**src/include/plcs_pkg.sv**
```systemverilog
// Purpose: shared constants and types of the power line status/irq bank
// Assumes: 250 MHz core clock, 32-bit Avalon-MM register slave
// Notes: register byte address is four times the register index
package plcs_pkg;

  // ----------------------------------------------------------------
  // clock and bit timing
  // ----------------------------------------------------------------
  localparam int CLK_MHZ = 250;
  localparam int BIT_SHORT_NS = 24000;
  localparam int BIT_LONG_NS = 30000;
  localparam int BIT_SHORT_CYC = BIT_SHORT_NS * CLK_MHZ / 1000;
  localparam int BIT_LONG_CYC = BIT_LONG_NS * CLK_MHZ / 1000;
  localparam int BIT_CNT_W = 13;
  localparam int ACT_OFF_BITS = 4;
  localparam int TX_TRAILER_BITS = 2000;
  localparam int RX_TRAILER_BITS = 16;

  // ----------------------------------------------------------------
  // register map (indices; byte address = index * 4)
  // ----------------------------------------------------------------
  localparam logic [7:0] IDX_STATUS = 8'h15;
  localparam logic [7:0] IDX_IRQ = 8'h16;
  localparam logic [7:0] IDX_MASK = 8'h17;
  localparam int ADDR_W = 8;
  localparam logic [7:0] STATUS_RST = 8'h00;
  localparam logic [7:0] IRQ_RST = 8'h00;
  localparam logic [7:0] MASK_RST = 8'h00;

  // bit order is shared by status, irq and mask
  typedef struct packed {
    logic [1:0] rfu;
    logic tx_failure;
    logic tx_success;
    logic tx_running;
    logic rx_failure;
    logic fresh_frame;
    logic rx_activity;
  } plcs_flags_t;

  typedef enum logic [1:0] {
    TX_IDLE,
    TX_DATA,
    TX_TRAILER
  } plcs_tx_state_t;

endpackage

```
**src/verilog/plcs_status_irq.sv**
```systemverilog
// Purpose: power line link status flags, sticky irq flags and irq output
// Assumes: modem/framing logic runs on CORE_CLK_I; RX_LINE_VALID_I is a pin
// Notes: status and irq are read only; an irq read clears what it returned
`timescale 1ns/100ps

// Behaviour
// - tx failure flag sets on failed send, clears on each new send command
// - tx success flag sets on good send, clears on next send command
// - fresh frame flag sets on new frame, clears after id and both bytes read
// - rx activity flag drops during the post-amble, covers preamble and data
// - rx activity flag drops after four bit periods of no valid signal
// - rx activity flag rises within four bit periods of valid preamble
// - tx failure irq latches on rising edge of tx failure flag
// - tx success irq latches on rising edge of tx success flag
// - fresh frame irq latches on rising edge of fresh frame flag
// - rx activity irq latches on both edges of rx activity flag
// - per-source mask, 0 blocks and 1 passes the source to the irq pin
// - trailer: send 2000 low bits, accept frame after 16 low bits
module plcs_status_irq #(
  parameter int BIT_SHORT = plcs_pkg::BIT_SHORT_CYC,
  parameter int BIT_LONG = plcs_pkg::BIT_LONG_CYC
) (
  input wire logic CORE_CLK_I,
  input wire logic RESETN_I,
  input wire logic [plcs_pkg::ADDR_W-1:0] AVS_ADDRESS_I,
  input wire logic AVS_READ_I,
  input wire logic AVS_WRITE_I,
  input wire logic [31:0] AVS_WRITEDATA_I,
  input wire logic [3:0] AVS_BYTEENABLE_I,
  output logic [31:0] AVS_READDATA_O,
  output logic AVS_WAITREQUEST_O,
  input wire logic TX_SEND_CMD_I,
  input wire logic TX_DATA_DONE_I,
  input wire logic TX_DATA_FAIL_I,
  input wire logic TRAILER_DISABLE_I,
  input wire logic BIT_UNIT_LONG_I,
  input wire logic RX_LINE_VALID_I,
  input wire logic RX_IN_TRAILER_I,
  input wire logic RX_FRAME_I,
  input wire logic RX_FAIL_I,
  input wire logic ACCESSORY_IDENTIFIER_REG_RD_I,
  input wire logic ACC_BYTE1_RD_I,
  input wire logic ACC_BYTE2_RD_I,
  output logic TX_TRAILER_LOW_O,
  output plcs_pkg::plcs_flags_t STATUS_O,
  output logic IRQ_O
);
  import plcs_pkg::*;

  // ----------------------------------------------------------------
  // pin synchroniser and bit-period enable
  // ----------------------------------------------------------------
  logic valid_meta_ff, valid_ff;
  logic [BIT_CNT_W-1:0] bit_cnt_ff;
  logic bit_tick;
  logic [BIT_CNT_W-1:0] bit_last;

  always_ff @(posedge CORE_CLK_I or negedge RESETN_I) begin
    if (!RESETN_I) begin
      valid_meta_ff <= 1'b0;
      valid_ff <= 1'b0;
    end else begin
      valid_meta_ff <= RX_LINE_VALID_I;
      valid_ff <= valid_meta_ff;
    end
  end

  assign bit_last = BIT_UNIT_LONG_I ? BIT_CNT_W'(BIT_LONG - 1) :
                    BIT_CNT_W'(BIT_SHORT - 1);
  assign bit_tick = (bit_cnt_ff >= bit_last);

  always_ff @(posedge CORE_CLK_I or negedge RESETN_I) begin
    if (!RESETN_I) begin
      bit_cnt_ff <= '0;
    end else if (bit_tick) begin
      bit_cnt_ff <= '0;
    end else begin
      bit_cnt_ff <= bit_cnt_ff + BIT_CNT_W'(1);
    end
  end

  // ----------------------------------------------------------------
  // transmit sequence
  // ----------------------------------------------------------------
  plcs_tx_state_t tx_state_ff;
  logic [10:0] tx_trl_cnt_ff;
  logic tx_fail_set, tx_ok_set, tx_trl_end;
  plcs_flags_t st_ff, prev_ff, irq_ff, mask_ff;

  assign tx_trl_end = (tx_state_ff == TX_TRAILER) && bit_tick &&
                      (tx_trl_cnt_ff == 11'(TX_TRAILER_BITS - 1));
  assign tx_fail_set = (tx_state_ff == TX_DATA) && TX_DATA_DONE_I &&
                       TX_DATA_FAIL_I;
  assign tx_ok_set = tx_trl_end || ((tx_state_ff == TX_DATA) &&
                     TX_DATA_DONE_I && !TX_DATA_FAIL_I && TRAILER_DISABLE_I);

  always_ff @(posedge CORE_CLK_I or negedge RESETN_I) begin
    if (!RESETN_I) begin
      tx_state_ff <= TX_IDLE;
      tx_trl_cnt_ff <= '0;
    end else begin
      case (tx_state_ff)
        TX_IDLE: begin
          if (TX_SEND_CMD_I) begin
            tx_state_ff <= TX_DATA;
          end
        end
        TX_DATA: begin
          tx_trl_cnt_ff <= '0;
          if (tx_fail_set || tx_ok_set) begin
            tx_state_ff <= TX_IDLE;
          end else if (TX_DATA_DONE_I) begin
            tx_state_ff <= TX_TRAILER;
          end
        end
        TX_TRAILER: begin
          if (tx_trl_end) begin
            tx_state_ff <= TX_IDLE;
          end else if (bit_tick) begin
            tx_trl_cnt_ff <= tx_trl_cnt_ff + 11'(1);
          end
        end
        default: begin
          tx_state_ff <= TX_IDLE;
        end
      endcase
    end
  end

  assign TX_TRAILER_LOW_O = (tx_state_ff == TX_TRAILER);

  // ----------------------------------------------------------------
  // receive activity and frame acceptance
  // ----------------------------------------------------------------
  logic [2:0] idle_bits_ff;
  logic [4:0] rx_low_cnt_ff;
  logic rx_pend_ff;
  logic frame_set;
  logic [2:0] rd_seen_ff;
  logic all_read;

  always_ff @(posedge CORE_CLK_I or negedge RESETN_I) begin
    if (!RESETN_I) begin
      idle_bits_ff <= '0;
    end else if (valid_ff && !RX_IN_TRAILER_I) begin
      idle_bits_ff <= '0;
    end else if (bit_tick && idle_bits_ff != 3'(ACT_OFF_BITS)) begin
      idle_bits_ff <= idle_bits_ff + 3'(1);
    end
  end

  // with the trailer enabled, a frame counts only once the receiver has seen a proper trailer
  assign frame_set = (RX_FRAME_I && TRAILER_DISABLE_I) ||
                     (rx_pend_ff && bit_tick && !valid_ff &&
                      rx_low_cnt_ff == 5'(RX_TRAILER_BITS - 1));

  always_ff @(posedge CORE_CLK_I or negedge RESETN_I) begin
    if (!RESETN_I) begin
      rx_pend_ff <= 1'b0;
      rx_low_cnt_ff <= '0;
    end else if (RX_FRAME_I && !TRAILER_DISABLE_I) begin
      rx_pend_ff <= 1'b1;
      rx_low_cnt_ff <= '0;
    end else if (frame_set || RX_FAIL_I) begin
      rx_pend_ff <= 1'b0;
    end else if (rx_pend_ff && bit_tick) begin
      rx_low_cnt_ff <= valid_ff ? '0 : rx_low_cnt_ff + 5'(1);
    end
  end

  assign all_read = &(rd_seen_ff | {ACC_BYTE2_RD_I, ACC_BYTE1_RD_I,
                                    ACCESSORY_IDENTIFIER_REG_RD_I});

  always_ff @(posedge CORE_CLK_I or negedge RESETN_I) begin
    if (!RESETN_I) begin
      rd_seen_ff <= '0;
    end else if (frame_set || all_read) begin
      rd_seen_ff <= '0;
    end else begin
      rd_seen_ff <= rd_seen_ff | {ACC_BYTE2_RD_I, ACC_BYTE1_RD_I,
                                  ACCESSORY_IDENTIFIER_REG_RD_I};
    end
  end

  // ----------------------------------------------------------------
  // register bus
  // ----------------------------------------------------------------
  logic ack_ff;
  logic [7:0] rd_sel_ff;
  logic rd_acc, wr_acc, irq_rd;
  logic [5:0] reg_idx;

  assign reg_idx = AVS_ADDRESS_I[7:2];
  // one wait cycle: read data are captured then, side effects at accept
  assign AVS_WAITREQUEST_O = (AVS_READ_I || AVS_WRITE_I) && !ack_ff;
  assign rd_acc = AVS_READ_I && ack_ff;
  assign wr_acc = AVS_WRITE_I && ack_ff;
  assign irq_rd = rd_acc && reg_idx == IDX_IRQ[5:0];

  always_ff @(posedge CORE_CLK_I or negedge RESETN_I) begin
    if (!RESETN_I) begin
      ack_ff <= 1'b0;
    end else begin
      ack_ff <= (AVS_READ_I || AVS_WRITE_I) && !ack_ff;
    end
  end

  always_ff @(posedge CORE_CLK_I or negedge RESETN_I) begin
    if (!RESETN_I) begin
      rd_sel_ff <= '0;
    end else if (AVS_READ_I && !ack_ff) begin
      case (reg_idx)
        IDX_STATUS[5:0]: rd_sel_ff <= st_ff;
        IDX_IRQ[5:0]: rd_sel_ff <= irq_ff;
        IDX_MASK[5:0]: rd_sel_ff <= mask_ff;
        default: rd_sel_ff <= '0;
      endcase
    end
  end

  assign AVS_READDATA_O = {24'h000000, rd_sel_ff};

  always_ff @(posedge CORE_CLK_I or negedge RESETN_I) begin
    if (!RESETN_I) begin
      mask_ff <= MASK_RST;
    end else if (wr_acc && reg_idx == IDX_MASK[5:0] &&
                 AVS_BYTEENABLE_I[0]) begin
      mask_ff <= {2'b00, AVS_WRITEDATA_I[5:0]};
    end
  end

  // ----------------------------------------------------------------
  // status flags
  // ----------------------------------------------------------------
  always_ff @(posedge CORE_CLK_I or negedge RESETN_I) begin
    if (!RESETN_I) begin
      st_ff <= STATUS_RST;
    end else begin
      st_ff.rfu <= 2'b00;
      if (tx_fail_set) begin
        st_ff.tx_failure <= 1'b1;
      end else if (TX_SEND_CMD_I) begin
        st_ff.tx_failure <= 1'b0;
      end
      if (tx_ok_set) begin
        st_ff.tx_success <= 1'b1;
      end else if (TX_SEND_CMD_I) begin
        st_ff.tx_success <= 1'b0;
      end
      st_ff.tx_running <= (tx_state_ff != TX_IDLE);
      if (RX_FAIL_I) begin
        st_ff.rx_failure <= 1'b1;
      end else if (frame_set) begin
        st_ff.rx_failure <= 1'b0;
      end
      if (frame_set) begin
        st_ff.fresh_frame <= 1'b1;
      end else if (all_read) begin
        st_ff.fresh_frame <= 1'b0;
      end
      if (RX_IN_TRAILER_I) begin
        st_ff.rx_activity <= 1'b0;
      end else if (valid_ff && bit_tick) begin
        st_ff.rx_activity <= 1'b1;
      end else if (idle_bits_ff == 3'(ACT_OFF_BITS)) begin
        st_ff.rx_activity <= 1'b0;
      end
    end
  end

  assign STATUS_O = st_ff;

  // ----------------------------------------------------------------
  // interrupt flags: set beats the read clear
  // ----------------------------------------------------------------
  plcs_flags_t rise, fall, ev;

  assign rise = st_ff & ~prev_ff;
  assign fall = ~st_ff & prev_ff;
  assign ev = '{rfu: 2'b00,
                tx_failure: rise.tx_failure,
                tx_success: rise.tx_success,
                tx_running: rise.tx_running | fall.tx_running,
                rx_failure: rise.rx_failure,
                fresh_frame: rise.fresh_frame,
                rx_activity: rise.rx_activity | fall.rx_activity};

  always_ff @(posedge CORE_CLK_I or negedge RESETN_I) begin
    if (!RESETN_I) begin
      prev_ff <= STATUS_RST;
      irq_ff <= IRQ_RST;
    end else begin
      prev_ff <= st_ff;
      irq_ff <= (irq_ff & ~(irq_rd ? rd_sel_ff : 8'h00)) | ev;
    end
  end

  assign IRQ_O = |(irq_ff & mask_ff);

  // ----------------------------------------------------------------
  // checks
  // ----------------------------------------------------------------
  a_txerr_clear: assert property (
    @(posedge CORE_CLK_I) disable iff (!RESETN_I)
    TX_SEND_CMD_I && tx_state_ff == TX_IDLE |=> !st_ff.tx_failure)
    else $error("tx failure flag not cleared by send");
  a_txok_set: assert property (
    @(posedge CORE_CLK_I) disable iff (!RESETN_I)
    tx_ok_set |=> st_ff.tx_success && !st_ff.tx_failure)
    else $error("tx success flag not set");
  a_fresh_clear: assert property (
    @(posedge CORE_CLK_I) disable iff (!RESETN_I)
    all_read && !frame_set |=> !st_ff.fresh_frame)
    else $error("fresh frame flag not cleared after reads");
  a_act_trailer: assert property (
    @(posedge CORE_CLK_I) disable iff (!RESETN_I)
    RX_IN_TRAILER_I |=> !st_ff.rx_activity)
    else $error("activity flag held in post-amble");
  a_act_idle: assert property (
    @(posedge CORE_CLK_I) disable iff (!RESETN_I)
    idle_bits_ff == 3'(ACT_OFF_BITS) && !valid_ff |=> !st_ff.rx_activity)
    else $error("activity flag kept after idle bits");
  a_act_rise: assert property (
    @(posedge CORE_CLK_I) disable iff (!RESETN_I)
    valid_ff && bit_tick && !RX_IN_TRAILER_I |=> st_ff.rx_activity)
    else $error("activity flag not raised");
  a_irq_edges: assert property (
    @(posedge CORE_CLK_I) disable iff (!RESETN_I)
    $changed(st_ff.rx_activity) |=> irq_ff.rx_activity)
    else $error("activity irq missed an edge");
  a_irq_rise: assert property (
    @(posedge CORE_CLK_I) disable iff (!RESETN_I)
    $rose(st_ff.tx_failure) |=> irq_ff.tx_failure && irq_ff.rfu == 2'b00)
    else $error("tx failure irq not latched");
  a_irq_fresh: assert property (
    @(posedge CORE_CLK_I) disable iff (!RESETN_I)
    $rose(st_ff.fresh_frame) |=> irq_ff.fresh_frame)
    else $error("fresh frame irq not latched");
  a_irq_pin: assert property (
    @(posedge CORE_CLK_I) disable iff (!RESETN_I)
    IRQ_O |-> |(irq_ff & mask_ff))
    else $error("irq pin high with no unmasked flag");
  a_trl_len: assert property (
    @(posedge CORE_CLK_I) disable iff (!RESETN_I)
    $fell(TX_TRAILER_LOW_O) |-> $past(tx_trl_cnt_ff) ==
    11'(TX_TRAILER_BITS - 1))
    else $error("trailer length wrong");
  a_run_flag: assert property (
    @(posedge CORE_CLK_I) disable iff (!RESETN_I)
    tx_state_ff == TX_TRAILER |=> st_ff.tx_running)
    else $error("tx running flag low during send");
  a_rxerr_set: assert property (
    @(posedge CORE_CLK_I) disable iff (!RESETN_I)
    RX_FAIL_I && !st_ff.rx_failure |=> st_ff.rx_failure ##1
    irq_ff.rx_failure)
    else $error("rx failure flag or irq not set");
  a_txok_irq: assert property (
    @(posedge CORE_CLK_I) disable iff (!RESETN_I)
    $rose(st_ff.tx_success) |=> irq_ff.tx_success)
    else $error("tx success irq not latched");

endmodule // plcs_status_irq

```
**config.mk**
```make
export PLATFORM = sky130hd
export DESIGN_NAME = plcs_status_irq
export DESIGN_NICKNAME = d
export VERILOG_FILES = /design/src/include/plcs_pkg.sv /design/src/verilog/plcs_status_irq.sv
export SDC_FILE = /design/constraint.sdc
export NUM_CORES = 1
export LEC_CHECK = 0
export BUFFER_PORTS_ARGS = -buffer_cell sky130_fd_sc_hd__buf_2
export CAP_MARGIN = 20
export CORE_MARGIN = 2
export CORE_UTILIZATION = 35
export CTS_BUF_LIST = sky130_fd_sc_hd__clkbuf_8
export CTS_CLUSTER_DIAMETER = 50
export DETAILED_ROUTE_END_ITERATION = 8
export GPL_TIMING_DRIVEN = 0
export PLACE_DENSITY_LB_ADDON = 0.25
export REMOVE_ABC_BUFFERS = 1
export SYNTH_ARGS = -nofsm -noshare
export SYNTH_HDL_FRONTEND = slang
export SYNTH_SLANG_ARGS = --single-unit
```
**constraint.sdc**
```tcl
create_clock -name CORE_CLK_I -period 2.5 [get_ports CORE_CLK_I]
set_input_delay 0.75 -clock CORE_CLK_I [delete_from_list [all_inputs] [get_ports CORE_CLK_I]]
set_output_delay 0.75 -clock CORE_CLK_I [all_outputs]
set_load 0.01 [all_outputs]
```
==> impl_metrics.env <==
export IMPL_worstSkewPairLatency_ns=0.35
export IMPL_seq_area_frac_synth=0.481
export IMPL_setup_ws_ns=0.0901
export IMPL_core_area_um2=10800
export IMPL_avgRoutedWirePerCell_um=14.1
export IMPL_synth_area_um2=3900
export IMPL_num_rows=38
export IMPL_hold_class="in2async"
export IMPL_clk_pin_slew_ns=0.07
export IMPL_fin_util=0.413
export IMPL_path_cells="buf_2, inv_1, ha_1, and4_1, nand4_1, o21a_4, o311a_1, a221o_1"
export IMPL_fmax_mhz=415
export IMPL_worst_path_buf_inv=2
export IMPL_drc=0
export IMPL_ant_nets=0
export IMPL_cts_hold_fix_buffers=0
export IMPL_final_common_cell="dfrtp_1"
export IMPL_relSlewSlack=0.591
export IMPL_cts_sinks=75
export IMPL_yosysUniqueCellTypes=56
export IMPL_synth_edf_count=0
export IMPL_max_cap_violations=0
export IMPL_path_class="in2reg"
export IMPL_crit_arrival_ns=2.64
export IMPL_areaGrowthSynthToFinish_pct=14.8
export IMPL_initial_utilization=0.360
export IMPL_ys_ff_latch=75
export IMPL_max_vdd_ir_drop_uv=313
export IMPL_synthFlopType="dfrtp_1"
export IMPL_ios=103
export IMPL_period_needed_ns=2.41
export IMPL_hold_viol=0
export IMPL_worstPathRequired_ns=2.74
export IMPL_skew_ns=0.00748
export IMPL_post_drt_via_cell_ratio=5.17
export IMPL_final_cell_mix="75 x dfrtp_1, 46 x nand2_1, 44 x buf_2"
export IMPL_hpwl_mm=5.83
export IMPL_routed_wl_mm=8.27
export IMPL_startpoint_type="input pin"
export IMPL_outcome="completed"
export IMPL_crit_family="compound AO/OA/AOI/OAI gates"
export IMPL_die_h_um=110
export IMPL_power_density_nw_per_um2=714
export IMPL_avgSynthCellArea_um2=9.81
export IMPL_syn_inst=398
export IMPL_routabilityCongestion=0.792
export IMPL_tightest_slew_ns=0.605
export IMPL_layout_drive_gt1_share=0.181
export IMPL_grtUsageTotal=0.146
export IMPL_die_x_um=110
export IMPL_drt_initial_drc_count=163
export IMPL_antenna_found_initial=0
export IMPL_htreeDepth=3
export IMPL_yosys_area_top_type="dfrtp_1"
export IMPL_end_kind="register"
export IMPL_cp_max_fo=17
export IMPL_first_global_vias=2880
export IMPL_portBuffers=45
export IMPL_vias=3039
export IMPL_layout_nets=516
export IMPL_cts_root_buf="clkbuf_8"
export IMPL_antenna_cells=0
export IMPL_grt_max_degree=70
export IMPL_leakagePower_nw=2.11
export IMPL_first_pass_iters=5
export IMPL_cp_slowest_stage_delay_ns=0.36
export IMPL_synth_top_cell_area_share=0.481
export IMPL_grt_overflow=0
export IMPL_tritoncts="built"
export IMPL_dp_slack_ns=-0.517
export IMPL_cts_max_path_buffers=2
export IMPL_drv_slew=0
export IMPL_cts_buffers=9
export IMPL_yosysWarnings=0
export IMPL_r2r_slack_ns=0.24
export IMPL_period_share=0.964
export IMPL_dieArea_um2=12000
export IMPL_synth_async_reset_ratio=1.00
export IMPL_grt_pass1_wl_mm=13.8
export IMPL_ys_top_cells_by_area="dfrtp_1 48%, buf_4 5.0%, nand2_1 4.4%"
export IMPL_finalSetupViolCount=0
export IMPL_critPathSlowestCell="o311a_1"
-- report_power, final --
part	leakage [nW]	total, mW	internal [mW]	switching [mW]
clock network	0.111	1.01	0.560	0.455
registers	0.966	1.54	1.37	0.168
logic	1.04	0.643	0.266	0.377
total	2.11	3.20	2.20	0.999
-- final cells by class --
cell class	count	area (um^2)
clock buffers	9	124
clock inverters	7	93.8
fillers	1039	6360
inverters	14	52.6
multi-input cells	294	1870
flip-flops and latches	75	1880
well taps	140	175
repair buffers	49	290
-- logic make-up after synthesis --
kind of cell	count (synthesis)	share of synthesized area
compound gates	89	0.158
xor+xnor	13	0.0292
fa+ha+maj	13	0.0417
buf+inv	54	0.0782
flops	75	0.481
mux	12	0.0340
other cells	1	0.000961
simple gates	141	0.177
-- metrics by stage --
step	hold WS, ns	total power [mW]	area (um^2)	instances	TNS [ns]
floorplan	0.331	1.96	3740	383	-20.68
global placement	0.335	2.16	4150	568	-61.42
detailed placement	0.335	2.19	4220	571	-8.19
CTS	0.196	3.23	4440	587	0
global route	0.195	3.40	4480	588	-0.00535
finish	0.215	3.20	4480	588	0
-- sequential cells by signal, summed over array words and instances, names as in the netlist, 5 cells and up --
| signal | count |
|---|---|
| STATUS_O | 6 |
| bit_cnt_ff | 13 |
| irq_ff | 8 |
| mask_ff | 6 |
| prev_ff | 6 |
| rd_sel_ff | 8 |
| rx_low_cnt_ff | 5 |
| tx_trl_cnt_ff | 11 |
-- Yosys cell counts (all sizes together), types with 5 or more instances --
| library cell | count |
|---|---|
| a21o | 5 |
| a21oi | 8 |
| a22oi | 11 |
| and3 | 10 |
| buf | 32 |
| clkbuf | 8 |
| dfrtp | 75 |
| ha | 13 |
| inv | 14 |
| mux2 | 10 |
| nand2 | 46 |
| nand3 | 18 |
| nor2 | 27 |
| nor3 | 10 |
| o21ai | 27 |
| xor2 | 9 |
-- per-layer routing --
| metal | track usage | share of wire | wire length (um) | vias to the layer above |
|---|---|---|---|---|
| li1 | - | - | - | 1464 |
| met1 | 0.194 | 0.47 | 3890 | 1496 |
| met2 | 0.231 | 0.47 | 3890 | 70 |
| met3 | 0.0344 | 0.046 | 381 | 9 |
| met4 | 0.0561 | 0.013 | 104 | 0 |
| met5 | 0 | 0 | 0 | - |
-- final timing paths --
path,depth (start not counted),to,start
setup / recovery,8,tx_trl_cnt_ff[10],BIT_UNIT_LONG_I
hold / removal,1,bit_cnt_ff[10],RESETN_I
setup reg to reg,6,tx_trl_cnt_ff[10],bit_cnt_ff[11]
hold reg to reg,0,valid_ff,valid_meta_ff
max in group asynchronous,2,STATUS_O[0],RESETN_I
min in group CORE_CLK_I,0,valid_ff,valid_meta_ff
-- what timing repair did --
| action | in CTS | in global routing |
|---|---|---|
| pin swaps | 0 | 1 |
| setup endpoints to repair | 6 | 8 |
| resized for setup | 2 | 4 |
| setup buffers | 0 | 1 |
Note: power is estimated with default switching activity, not from simulation.
